<file path="src/core/clock_supervisor_regs.svh">
// register map, field positions, reset values and counts of the clock supervisor
// assumes: included by the design files by bare name
`ifndef CLOCK_SUPERVISOR_REGS_SVH
`define CLOCK_SUPERVISOR_REGS_SVH

// register indices; byte address is four times the index
`define CTRL_IDX 12'hFE9
`define RESULT_IDX 12'hFEA
`define IRQ_STATUS_IDX 12'hFEB
`define IRQ_MASK_IDX 12'hFEC

// control register fields
`define EN_BIT 0
`define WSEL_LSB 1
`define WSEL_MSB 3
`define SRC_BIT 4

// interrupt status fields
`define DONE_BIT 0
`define LOSS_BIT 1

// reset values
`define CTRL_RESET 8'h00
`define RESULT_RESET 8'h00
`define IRQ_RESET 2'h0

// counts
`define COUNT_MAX 8'hFF
`define LOSS_EDGES 2'h2
// cycles after an arm write in which window edges are ignored while the window synchroniser flushes
`define SETTLE_CYCLES 2'h3

`endif

</file>
<file path="src/core/clock_supervisor_pkg.sv">
// types shared by the clock supervisor files
// assumes: compiled before every other design file
`default_nettype none
package clock_supervisor_pkg;
    typedef logic [31:0] word_t;
    typedef logic [15:0] addr_t;
    typedef logic [7:0] byte_t;
    typedef logic [2:0] wsel_t;
    typedef enum {IDLE, ARM, COUNT, HOLD} meas_state_t;
endpackage
`default_nettype wire

</file>
<file path="src/core/edge_if.sv">
// edge events of one synchronised signal, handed from the synchroniser to the controller
// assumes: one producer and one consumer on ref_clk
`default_nettype none
interface edge_if;
    logic rise;
    logic fall;
    modport drv (output rise, output fall);
    modport use_ (input rise, input fall);
endinterface
`default_nettype wire

</file>
<file path="src/core/clock_supervisor_counter.sv">
// clock supervisor counter: counts an external oscillator during a time-base window
// assumes: APB master on ref_clk; window taps, run level and oscillators arrive asynchronously
`default_nettype none
`include "clock_supervisor_regs.svh"

// Behaviour
// - one control bit picks main or sub oscillator as count source
// - three-bit field picks window tap, 2^3 to 2^17 periods in steps of two
// - count external clock only between two rising edges of the window
// - enable waits for next window rise, stops at the second rise
// - enable bit reads as running flag and clears itself when done
// - software clearing enable while running clears count and result
// - result cleared when software sets enable from zero to one
// - result reads zero while enable is one
// - counter saturates at 255 and never wraps
// - lost clock stops counting; result cleared after two window falls
// - eight-bit result is read only and holds the final count
// - reset clears all four registers to zero
// - control bits 7 to 5 read zero and ignore writes
// - enable and counter clear on first window fall after second rise
// - counter stops while the time-base timer is stopped
module clock_supervisor_counter (
    input wire logic ref_clk,
    input wire logic sys_rst,
    input wire logic psel,
    input wire logic penable,
    input wire logic pwrite,
    input wire clock_supervisor_pkg::addr_t paddr,
    input wire clock_supervisor_pkg::word_t pwdata,
    output clock_supervisor_pkg::word_t prdata,
    output logic pready,
    output logic pslverr,
    input wire logic [7:0] windowTap,
    input wire logic timeBaseRun,
    input wire logic mainOscClk,
    input wire logic subOscClk,
    output logic irq
);
    import clock_supervisor_pkg::*;

    meas_state_t state_r, state_nxt;
    byte_t count_r, count_nxt;
    byte_t result_r, result_nxt;
    logic srcSel_r, srcSel_nxt;
    wsel_t wsel_r, wsel_nxt;
    logic [1:0] lossCnt_r, lossCnt_nxt;
    logic extSeen_r, extSeen_nxt;
    logic [1:0] status_r, status_nxt;
    logic [1:0] mask_r, mask_nxt;
    word_t prdata_r, prdata_nxt;
    logic tbRun_m_r, tbRun_r;
    logic tbRun_m_nxt, tbRun_nxt;
    logic [1:0] settle_r, settle_nxt;
    logic irq_r, irq_nxt;

    logic running;
    logic doneEvt, lossEvt;
    logic setup, access, wrAccess;
    logic hitCtrl, hitResult, hitStatus, hitMask, hit;
    logic winSrc, extSrc;
    word_t rdMux;

    edge_if winEv();
    edge_if extEv();

    assign winSrc = windowTap[wsel_r];
    assign extSrc = srcSel_r ? subOscClk : mainOscClk;

    edge_sync winSync (
        .ref_clk(ref_clk),
        .sys_rst(sys_rst),
        .asyncIn(winSrc),
        .ev(winEv)
    );

    edge_sync extSync (
        .ref_clk(ref_clk),
        .sys_rst(sys_rst),
        .asyncIn(extSrc),
        .ev(extEv)
    );

    assign running = (state_r != IDLE);

    // bus decode; the upper two address bits must be zero for a hit
    assign setup = psel & ~penable;
    assign access = psel & penable;
    assign wrAccess = access & pwrite;
    assign hitCtrl = (paddr[15:14] == 2'h0) && (paddr[13:2] == `CTRL_IDX);
    assign hitResult = (paddr[15:14] == 2'h0) && (paddr[13:2] == `RESULT_IDX);
    assign hitStatus = (paddr[15:14] == 2'h0) && (paddr[13:2] == `IRQ_STATUS_IDX);
    assign hitMask = (paddr[15:14] == 2'h0) && (paddr[13:2] == `IRQ_MASK_IDX);
    assign hit = hitCtrl | hitResult | hitStatus | hitMask;

    always_comb begin
        rdMux = 32'h0000_0000;
        if (hitCtrl) begin
            // bits 7 to 5 are never stored
            rdMux[`SRC_BIT] = srcSel_r;
            rdMux[`WSEL_MSB:`WSEL_LSB] = wsel_r;
            rdMux[`EN_BIT] = running;
        end else if (hitResult) begin
            rdMux[7:0] = running ? 8'h00 : result_r;
        end else if (hitStatus) begin
            rdMux[1:0] = status_r;
        end else if (hitMask) begin
            rdMux[1:0] = mask_r;
        end
    end

    // read data is captured in the setup phase so it comes from a flop
    always_comb begin
        prdata_nxt = prdata_r;
        if (setup) begin
            prdata_nxt = pwrite ? 32'h0000_0000 : rdMux;
        end
    end

    always_comb begin
        state_nxt = state_r;
        count_nxt = count_r;
        result_nxt = result_r;
        srcSel_nxt = srcSel_r;
        wsel_nxt = wsel_r;
        lossCnt_nxt = lossCnt_r;
        extSeen_nxt = extSeen_r;
        settle_nxt = settle_r;
        doneEvt = 1'b0;
        lossEvt = 1'b0;

        case (state_r)
            IDLE: begin
                count_nxt = 8'h00;
                settle_nxt = 2'h0;
            end
            ARM: begin
                // the tap mux may just have switched, so a false edge can still be
                // in the synchroniser; wait until it has flushed
                if (settle_r != 2'h0) begin
                    settle_nxt = settle_r - 2'h1;
                end else if (winEv.rise) begin
                    state_nxt = COUNT;
                end
            end
            COUNT: begin
                // a stopped time-base timer freezes the count
                if (extEv.rise && tbRun_r && (count_r != `COUNT_MAX)) begin
                    count_nxt = count_r + 8'h01;
                end
                if (winEv.rise) begin
                    state_nxt = HOLD;
                end
            end
            HOLD: begin
                if (winEv.fall) begin
                    result_nxt = count_r;
                    count_nxt = 8'h00;
                    state_nxt = IDLE;
                    doneEvt = 1'b1;
                end
            end
            default: begin
                state_nxt = IDLE;
            end
        endcase

        // clock-loss watch: a whole window period, fall to fall, with no external edge counts once
        if (running && (settle_r == 2'h0)) begin
            if (extEv.rise) begin
                extSeen_nxt = 1'b1;
            end
            if (winEv.fall) begin
                extSeen_nxt = extEv.rise;
                if (!extSeen_r && !extEv.rise) begin
                    lossCnt_nxt = lossCnt_r + 2'h1;
                    if (lossCnt_r + 2'h1 == `LOSS_EDGES) begin
                        result_nxt = 8'h00;
                        count_nxt = 8'h00;
                        state_nxt = IDLE;
                        doneEvt = 1'b0;
                        lossEvt = 1'b1;
                    end
                end
            end
        end

        // software write of the control register overrides the sequence above
        if (wrAccess && hitCtrl) begin
            srcSel_nxt = pwdata[`SRC_BIT];
            wsel_nxt = pwdata[`WSEL_MSB:`WSEL_LSB];
            if (!running && pwdata[`EN_BIT]) begin
                result_nxt = 8'h00;
                count_nxt = 8'h00;
                lossCnt_nxt = 2'h0;
                extSeen_nxt = 1'b0;
                settle_nxt = `SETTLE_CYCLES;
                state_nxt = ARM;
            end else if (running && !pwdata[`EN_BIT]) begin
                result_nxt = 8'h00;
                count_nxt = 8'h00;
                state_nxt = IDLE;
                doneEvt = 1'b0;
                lossEvt = 1'b0;
            end
        end
        // writes to the result register are dropped
    end

    // sticky events; a set in the same cycle as its clear wins
    always_comb begin
        status_nxt = status_r;
        mask_nxt = mask_r;
        if (wrAccess && hitStatus) begin
            status_nxt = status_r & ~pwdata[1:0];
        end
        if (wrAccess && hitMask) begin
            mask_nxt = pwdata[1:0];
        end
        if (doneEvt) begin
            status_nxt[`DONE_BIT] = 1'b1;
        end
        if (lossEvt) begin
            status_nxt[`LOSS_BIT] = 1'b1;
        end
    end

    // run level passes two flops before it gates the count
    always_comb begin
        tbRun_m_nxt = timeBaseRun;
        tbRun_nxt = tbRun_m_r;
    end

    // registered from next values, so the level moves at the same edge as the status
    always_comb begin
        irq_nxt = |(status_nxt & mask_nxt);
    end

    // bus group: the read word stands from its setup edge until the next setup
    always_ff @(posedge ref_clk) begin
        if (sys_rst) begin
            prdata_r <= 32'h0000_0000;
        end else begin
            prdata_r <= prdata_nxt;
        end
    end

    // measurement group
    always_ff @(posedge ref_clk) begin
        if (sys_rst) begin
            state_r <= IDLE;
            count_r <= 8'h00;
            result_r <= `RESULT_RESET;
            srcSel_r <= 1'(`CTRL_RESET >> `SRC_BIT);
            wsel_r <= 3'(`CTRL_RESET >> `WSEL_LSB);
            lossCnt_r <= 2'h0;
            extSeen_r <= 1'b0;
            settle_r <= 2'h0;
        end else begin
            state_r <= state_nxt;
            count_r <= count_nxt;
            result_r <= result_nxt;
            srcSel_r <= srcSel_nxt;
            wsel_r <= wsel_nxt;
            lossCnt_r <= lossCnt_nxt;
            extSeen_r <= extSeen_nxt;
            settle_r <= settle_nxt;
        end
    end

    // event group
    always_ff @(posedge ref_clk) begin
        if (sys_rst) begin
            status_r <= `IRQ_RESET;
            mask_r <= `IRQ_RESET;
            irq_r <= 1'b0;
        end else begin
            status_r <= status_nxt;
            mask_r <= mask_nxt;
            irq_r <= irq_nxt;
        end
    end

    // time-base run level synchroniser
    always_ff @(posedge ref_clk) begin
        if (sys_rst) begin
            tbRun_m_r <= 1'b0;
            tbRun_r <= 1'b0;
        end else begin
            tbRun_m_r <= tbRun_m_nxt;
            tbRun_r <= tbRun_nxt;
        end
    end

    assign prdata = prdata_r;
    assign pready = access;
    assign pslverr = access & ~hit;
    assign irq = irq_r;
endmodule
`default_nettype wire

</file>
<file path="src/core/edge_sync.sv">
// two-flop synchroniser with edge detection behind it
// assumes: asyncIn toggles slower than half the ref_clk rate
`default_nettype none
module edge_sync (
    input wire logic ref_clk,
    input wire logic sys_rst,
    input wire logic asyncIn,
    edge_if.drv ev
);
    logic meta_r, meta_nxt;
    logic stable_r, stable_nxt;
    logic last_r, last_nxt;

    always_comb begin
        meta_nxt = asyncIn;
        stable_nxt = meta_r;
        last_nxt = stable_r;
    end

    always_ff @(posedge ref_clk) begin
        if (sys_rst) begin
            meta_r <= 1'b0;
            stable_r <= 1'b0;
            last_r <= 1'b0;
        end else begin
            meta_r <= meta_nxt;
            stable_r <= stable_nxt;
            last_r <= last_nxt;
        end
    end

    // edges are taken only behind the second flop
    assign ev.rise = stable_r & ~last_r;
    assign ev.fall = ~stable_r & last_r;
endmodule
`default_nettype wire

</file>
<file path="config.mk">
export PLATFORM = sky130hd
export DESIGN_NAME = clock_supervisor_counter
export DESIGN_NICKNAME = d
export VERILOG_FILES = /design/src/core/clock_supervisor_pkg.sv /design/src/core/edge_if.sv /design/src/core/clock_supervisor_counter.sv /design/src/core/edge_sync.sv
export VERILOG_INCLUDE_DIRS = /design/src /design/src/core
export SDC_FILE = /design/constraint.sdc
export NUM_CORES = 1
export LEC_CHECK = 0
export ABC_AREA = 1
export BUFFER_PORTS_ARGS = -buffer_cell sky130_fd_sc_hd__buf_4
export CORE_UTILIZATION = 40
export DETAILED_ROUTE_END_ITERATION = 12
export GPL_ROUTABILITY_DRIVEN = 0
export PLACE_DENSITY_LB_ADDON = 0.2
export SLEW_MARGIN = 10
export SYNTH_ARGS = -nofsm -noshare
export SYNTH_HDL_FRONTEND = slang
export SYNTH_SLANG_ARGS = --single-unit
export TNS_END_PERCENT = 5
</file>
<file path="constraint.sdc">
create_clock -name ref_clk -period 1.9 [get_ports ref_clk]
set_input_delay 0.19 -clock ref_clk [delete_from_list [all_inputs] [get_ports ref_clk]]
set_output_delay 0.19 -clock ref_clk [all_outputs]
set_load 0.01 [all_outputs]
</file>
==> out/qor.yml, run 1 <==
numCtsBuffers: 9
synth-seq-cells: 78
fin_nets: 603
reg2reg_to: "count_r[7]"
hold_path_class: "input pin to flop"
setup_violations: 0
synth-xor-area-share: 0.004991
skew_ns: 0.01450
reg2reg_from: "state_r[20]"
cts_tree: "done"
wl_per_cell_um: 10.48
arrival_ns: 1.96
dr.pass1.iters: 5
synthTopCellsByArea: "dfxtp_1, nand2_1, nor2_1, buf_4, inv_1"
status: "finished clean"
root_buffer: "clkbuf_8"
grt_pass1_vias: 2615
slew_violations: 0
max_freq_ghz: 0.6006
dieArea_um2: 9153
postCtsSetupBuffers: 0
cts.path.max_buffers: 2
finalCriticalPeriod_ns: 1.665
final_antenna_net_count: 0
drive_above_1_share: 0.2066
rsz0062_at_grt: "false"
startpoint_type: "flop"
hold_viol: 0
dp_slack_ns: 0.1436
power_density_nw_per_um2: 716.9
io_pins: 99
vias: 2933
timing.final.ws_setup_ns: 0.2350
drc: 0
die_y_um: 95.67
p_total_uw: 3010
leakage_uw: 0.001856
synth_top_family_by_area: "simple AND/OR/NAND/NOR gates"
period_share: 0.8763
endpoint_kind: "flop"
synth_area_leader_cell: "dfxtp_1"
r2r_cells: 10
post_cts_resized: 0
mappedNetlistArea_um2: 3510
synth_compound_area_frac: 0.1102
num-fill-cells: 837
final_core_util: 0.5035
synth_top_area_frac: 0.4449
antenna_found_initial: 0
grt_pass1_wl_mm: 11.27
clk_latency_ns: 0.35
cts-hold-fix-buffers: 0
syn2layout_area_growth_pct: 19.64
synth_fa_ha_area_frac: 0.007130
diodes: 0
grt_max_degree: 20
place_area_um2: 4014
vias_per_cell: 4.533
start_util: 0.4208
grtUsageTotal: 0.1619
final_cell_area_um2: 4199
syn_avg_cell_area_um2: 7.782
max-cap-violations: 0
holdCritStartpoint: "timeBaseRun"
cts_num_sinks: 78
r2r_setup_slack_ns: 0.24
rows: 33
die_w_um: 95.67
ir_drop_v: 0.0003752
drt_wl_total_mm: 6.781
hold_depth: 3
drt_iter0_markers: 130
tns_ns: 0
whs_endpoint: "tbRun_m_r"
numPortBuffers: 45
required_ns: 2.19
synthMuxAreaShare: 0.002852
yosys_warnings: 0
h-tree-depth: 3
core-area_um2: 8341
synth_cell_type_count: 46
grt-ovfl-total: 0
yosysSeqAreaShare: 0.4449
clk_pin_slew_ns: 0.09
yosys.area_share.simple: 0.3112
dp.final_hpwl_mm: 5.118
startpoint: "state_r[20]"
syn_inst: 451
path_class: "flop to flop"
path_max_fanout: 10
==> how the worst max path moves through the flow <==
stage | endpoint | cells past startpoint
2_1_floorplan | count_r[1] | 12
3_3_place_gp | result_r[2] | 11
3_5_place_dp | result_r[2] | 11
4_1_cts | result_r[2] | 10
5_1_grt | count_r[4] | 10
6_report | count_r[7] | 10
==> synth_stat cells, drive strengths merged <==
cell and count:
a31oi 5, clkbuf 3, nand2 77, a211oi 1, ha 2, xor2 1, o211ai 2, nor4 5
nand3b 1, and3 1, a22oi 1, conb 1, o21ai 32, o21bai 1, nor3 14, a41oi 2
buf 27, mux2i 1, clkinv 1, nand3 25, xnor2 1, o22ai 1, inv 50, dfxtp 78
nor2 78, or2 5, and2 2, nand4 10, a21oi 23
==> critical path, stage by stage (launching register included) <==
cell and delay [ns]:
dfxtp_1 0.31, nor2_1 0.09, nand2_1 0.06, nor2_2 0.15
nand2_4 0.14, nor2_4 0.21, buf_4 0.16, inv_2 0.07
nor3_1 0.15, nand3_1 0.13, a21oi_2 0.14
==> area by class of cell <==
cell class              instances  area, um2  area share
clock inverters                 6      45.04     0.01073
flip-flops and latches         78       1562      0.3719
inverters                      51      196.4     0.04678
clock buffers                  10      137.6     0.03278
well taps                     105      131.4     0.03129
multi-input cells             345       1737      0.4136
repair buffers                 52      390.4     0.09297
==> power by group <==
| part | internal, uW | leakage [uW] | switching, uW |
|---|---|---|---|
| logic | 76.5 | 0.00113 | 111 |
| registers | 1680 | 0.000641 | 11.8 |
| clock network | 516 | 0.0000853 | 617 |
==> registers in the layout, indices dropped and copies added, names as in the netlist, 2 cells and up <==
| register | cells |
|---|---|
| state_r | 32 |
| count_r | 8 |
| prdata | 8 |
| result_r | 8 |
| wsel_r | 3 |
| lossCnt_r | 2 |
| mask_r | 2 |
| settle_r | 2 |
| status_r | 2 |
==> stage by stage <==
| step | hold slack (ns) | std cells |
|---|---|---|
| finish | 0.05556 | 647 |
| global route | 0.06393 | 647 |
| CTS | 0.04699 | 647 |
| detailed placement | 0.3935 | 631 |
| global placement | 0.3977 | 631 |
| floorplan | 0.2970 | 504 |
==> cell families (layout without fill, tap and decap cells) <==
family	after synthesis	in the layout
AND/OR/NAND/NOR	218	218
buffers and inverters	81	119
multiplexers	1	1
XOR/XNOR	2	2
flip-flops	78	78
other	1	54
AO/OA/AOI/OAI	68	68
adder cells (fa/ha/maj)	2	2
==> per-layer routing <==
layer  vias up  global-route usage  wire length, um
li1       1570                   -                -
met1      1281              0.1881             3209
met2        75              0.2792             3007
met3         7             0.04944              451
met4         0             0.05970              113
met5         -                   0                0
==> placed cells by master, fill, tap and decap left out, types with 9 or more instances in the layout <==
cell | netlist | final
clkbuf_8 | 0 | 10
nand3_1 | 22 | 22
nand4_1 | 10 | 10
a21oi_1 | 22 | 22
conb_1 | 1 | 54
inv_1 | 43 | 43
buf_4 | 24 | 52
dfxtp_1 | 78 | 78
nor3_1 | 9 | 9
nand2_1 | 70 | 70
nor2_1 | 62 | 61
nor2_2 | 12 | 13
o21ai_0 | 29 | 29
Note: power is estimated with default switching activity, not from simulation.
==> run 2: changes to the inputs <==
--- a/config.mk
+++ b/config.mk
@@ -8,7 +8,8 @@
 export LEC_CHECK = 0
 export ABC_AREA = 1
 export BUFFER_PORTS_ARGS = -buffer_cell sky130_fd_sc_hd__buf_4
-export CORE_UTILIZATION = 40
+export CAP_MARGIN = 10
+export CORE_UTILIZATION = 45
 export DETAILED_ROUTE_END_ITERATION = 12
 export GPL_ROUTABILITY_DRIVEN = 0
 export PLACE_DENSITY_LB_ADDON = 0.2
==> run 2 against run 1 <==
  * Critical path depth did not move
  * Cell area up 0.83%
  * Clock power grew 24%
  * Core utilization rose by 6.8 points
==> out/qor.yml, run 2 (synthesized netlist as in run 1, its figures left out) <==
status: "finished clean"  # unchanged
slowest_stage: "dfxtp_1"  # unchanged
reg2reg_to: "count_r[4]"  # was count_r[7]
path_buf_inv: 0  # was 2
hold_path_class: "input pin to flop"  # unchanged
hold-worst-slack_ns: 0.04481  # was 0.05556 ns
r2r_cells: 10  # unchanged
core-area_um2: 7408  # was 8341 um2
skew_ns: 0.008098  # was 0.01450 ns
io_pins: 99  # unchanged
finalCriticalPeriod_ns: 1.724  # was 1.665 ns
max_freq_ghz: 0.5800  # was 0.6006 GHz
path_cells: "nor2_1 -> nand2_1 -> nor2_2 -> nand2_4 -> nor2_4 -> nor2_1 -> nand2_2 -> nand2_2 -> a211oi_1 -> nor2_1"  # was nor2_1 -> nand2_1 -> nor2_2 -> nand2_4 -> nor2_4 -> buf_4 -> inv_2 -> nor3_1 -> nand3_1 -> a21oi_2
drt_iter0_markers: 113  # was 130
tns_ns: 0  # unchanged
startpoint: "state_r[23]"  # was state_r[20]
path_delay_family: "simple AND/OR/NAND/NOR gates"  # unchanged
critPathCapture: "count_r[4]"  # was count_r[7]
leakage_uw: 0.001882  # was 0.001856 uW
grt_max_degree: 20  # unchanged
dieArea_um2: 8156  # was 9153 um2
final_common_cell: "dfxtp_1"  # unchanged
crit_cells: 10  # unchanged
rsz0062_at_grt: "false"  # unchanged
fin_nets: 602  # was 603
vias: 2969  # was 2933
dr.pass1.iters: 4  # was 5
cts_tree: "done"  # unchanged
wl_per_cell_um: 10.64  # was 10.48 um
grt-ovfl-total: 0  # unchanged
r2r_setup_slack_ns: 0.18  # was 0.24 ns
root_buffer: "clkbuf_8"  # unchanged
reg2reg_from: "state_r[23]"  # was state_r[20]
startpoint_type: "flop"  # unchanged
start_util: 0.4737  # was 0.4208
drt_wl_total_mm: 6.808  # was 6.781 mm
cts.path.max_buffers: 2  # unchanged
grt_pass1_vias: 2771  # was 2615
numCtsBuffers: 9  # unchanged
grtUsageTotal: 0.1790  # was 0.1619
path_max_fanout: 10  # unchanged
cpPeakStageDelay_ns: 0.31  # about the same
period_share: 0.9074  # was 0.8763
clk_latency_ns: 0.35  # about the same
final_antenna_net_count: 0  # unchanged
arrival_ns: 1.95  # was 1.96 ns
die_w_um: 90.31  # was 95.67 um
syn2layout_area_growth_pct: 20.64  # was 19.64%
die_y_um: 90.31  # was 95.67 um
hold_viol: 0  # unchanged
ir_drop_v: 0.0005511  # was 0.0003752 V
required_ns: 2.13  # was 2.19 ns
diodes: 0  # unchanged
dp.final_hpwl_mm: 5.173  # was 5.118 mm
h-tree-depth: 3  # unchanged
clk_pin_slew_ns: 0.08  # was 0.09 ns
max-cap-violations: 0  # unchanged
vias_per_cell: 4.639  # was 4.533
slew_violations: 0  # unchanged
grt_pass1_wl_mm: 11.80  # was 11.27 mm
largest_reg_flops: 32  # unchanged
setup_violations: 0  # unchanged
drc: 0  # unchanged
layout_common_cells: "dfxtp_1, nand2_1, nor2_1"  # unchanged
numPortBuffers: 45  # unchanged
path_class: "flop to flop"  # unchanged
cts_num_sinks: 78  # unchanged
power_density_nw_per_um2: 774.1  # was 716.9 nW/um2
rows: 31  # was 33
antenna_found_initial: 0  # unchanged
crit_top_cell: "nor2_1"
endpoint_kind: "flop"  # unchanged
drive_above_1_share: 0.2052  # was 0.2066
p_total_uw: 3277  # was 3010 uW
largest_register: "state_r"  # unchanged
-- run 2: cell type report --
type	count	area, um2
clock inverter	5	81.33
multi-input combinational	345	1737
tap	99	123.9
timing repair buffer	51	382.9
clock buffer	11	151.4
inverter	51	196.4
fill	728	3174
sequential	78	1562
-- run 2: worst min-delay path by stage --
stage / from / to / slack, ns / cells past startpoint
6_report: timeBaseRun / tbRun_m_r / 0.04 / 3
4_1_cts: timeBaseRun / tbRun_m_r / 0.03 / 3
5_1_grt: timeBaseRun / tbRun_m_r / 0.07 / 3
3_5_place_dp: tbRun_m_r / tbRun_r / 0.39 / 2
3_3_place_gp: timeBaseRun / tbRun_m_r / 0.39 / 3
2_1_floorplan: timeBaseRun / tbRun_m_r / 0.30 / 2
-- run 2: what timing repair did --
action,4_1_cts,5_1_grt
hold buffers,0,0
resized for setup,0,1
setup endpoints to repair,0,2
buffers inserted,0,0
-- run 2: metrics by stage --
step                area, um2  utilization  setup slack [ns]  instances
floorplan                3709            -            0.3727        504
finish                   4234       0.5715            0.1760        640
global route             4234       0.5715           0.01530        640
global placement         3999       0.5398            0.1774        624
detailed placement       3999       0.5398            0.1321        624
CTS                      4232       0.5712            0.1730        640
-- run 2: where the power goes --
part,internal (uW),switching (uW),total [uW]
Sequential,1680,12.2,1690
Clock,811,590,1400
Combinational,76.3,111,187
-- run 2: per-layer routing --
metal	vias up	GRT usage	wire, um
met5	-	0	0
met4	0	0.08199	102
met3	9	0.04040	324
met2	75	0.3060	3239
met1	1323	0.2134	3142
li1	1562	-	-
-- run 2: worst reg2reg max path, delay by kind of cell (launching register included) --
kind	cells	cell delay [ns]
simple gates	9	1.07
flops	1	0.31
compound gates	1	0.23
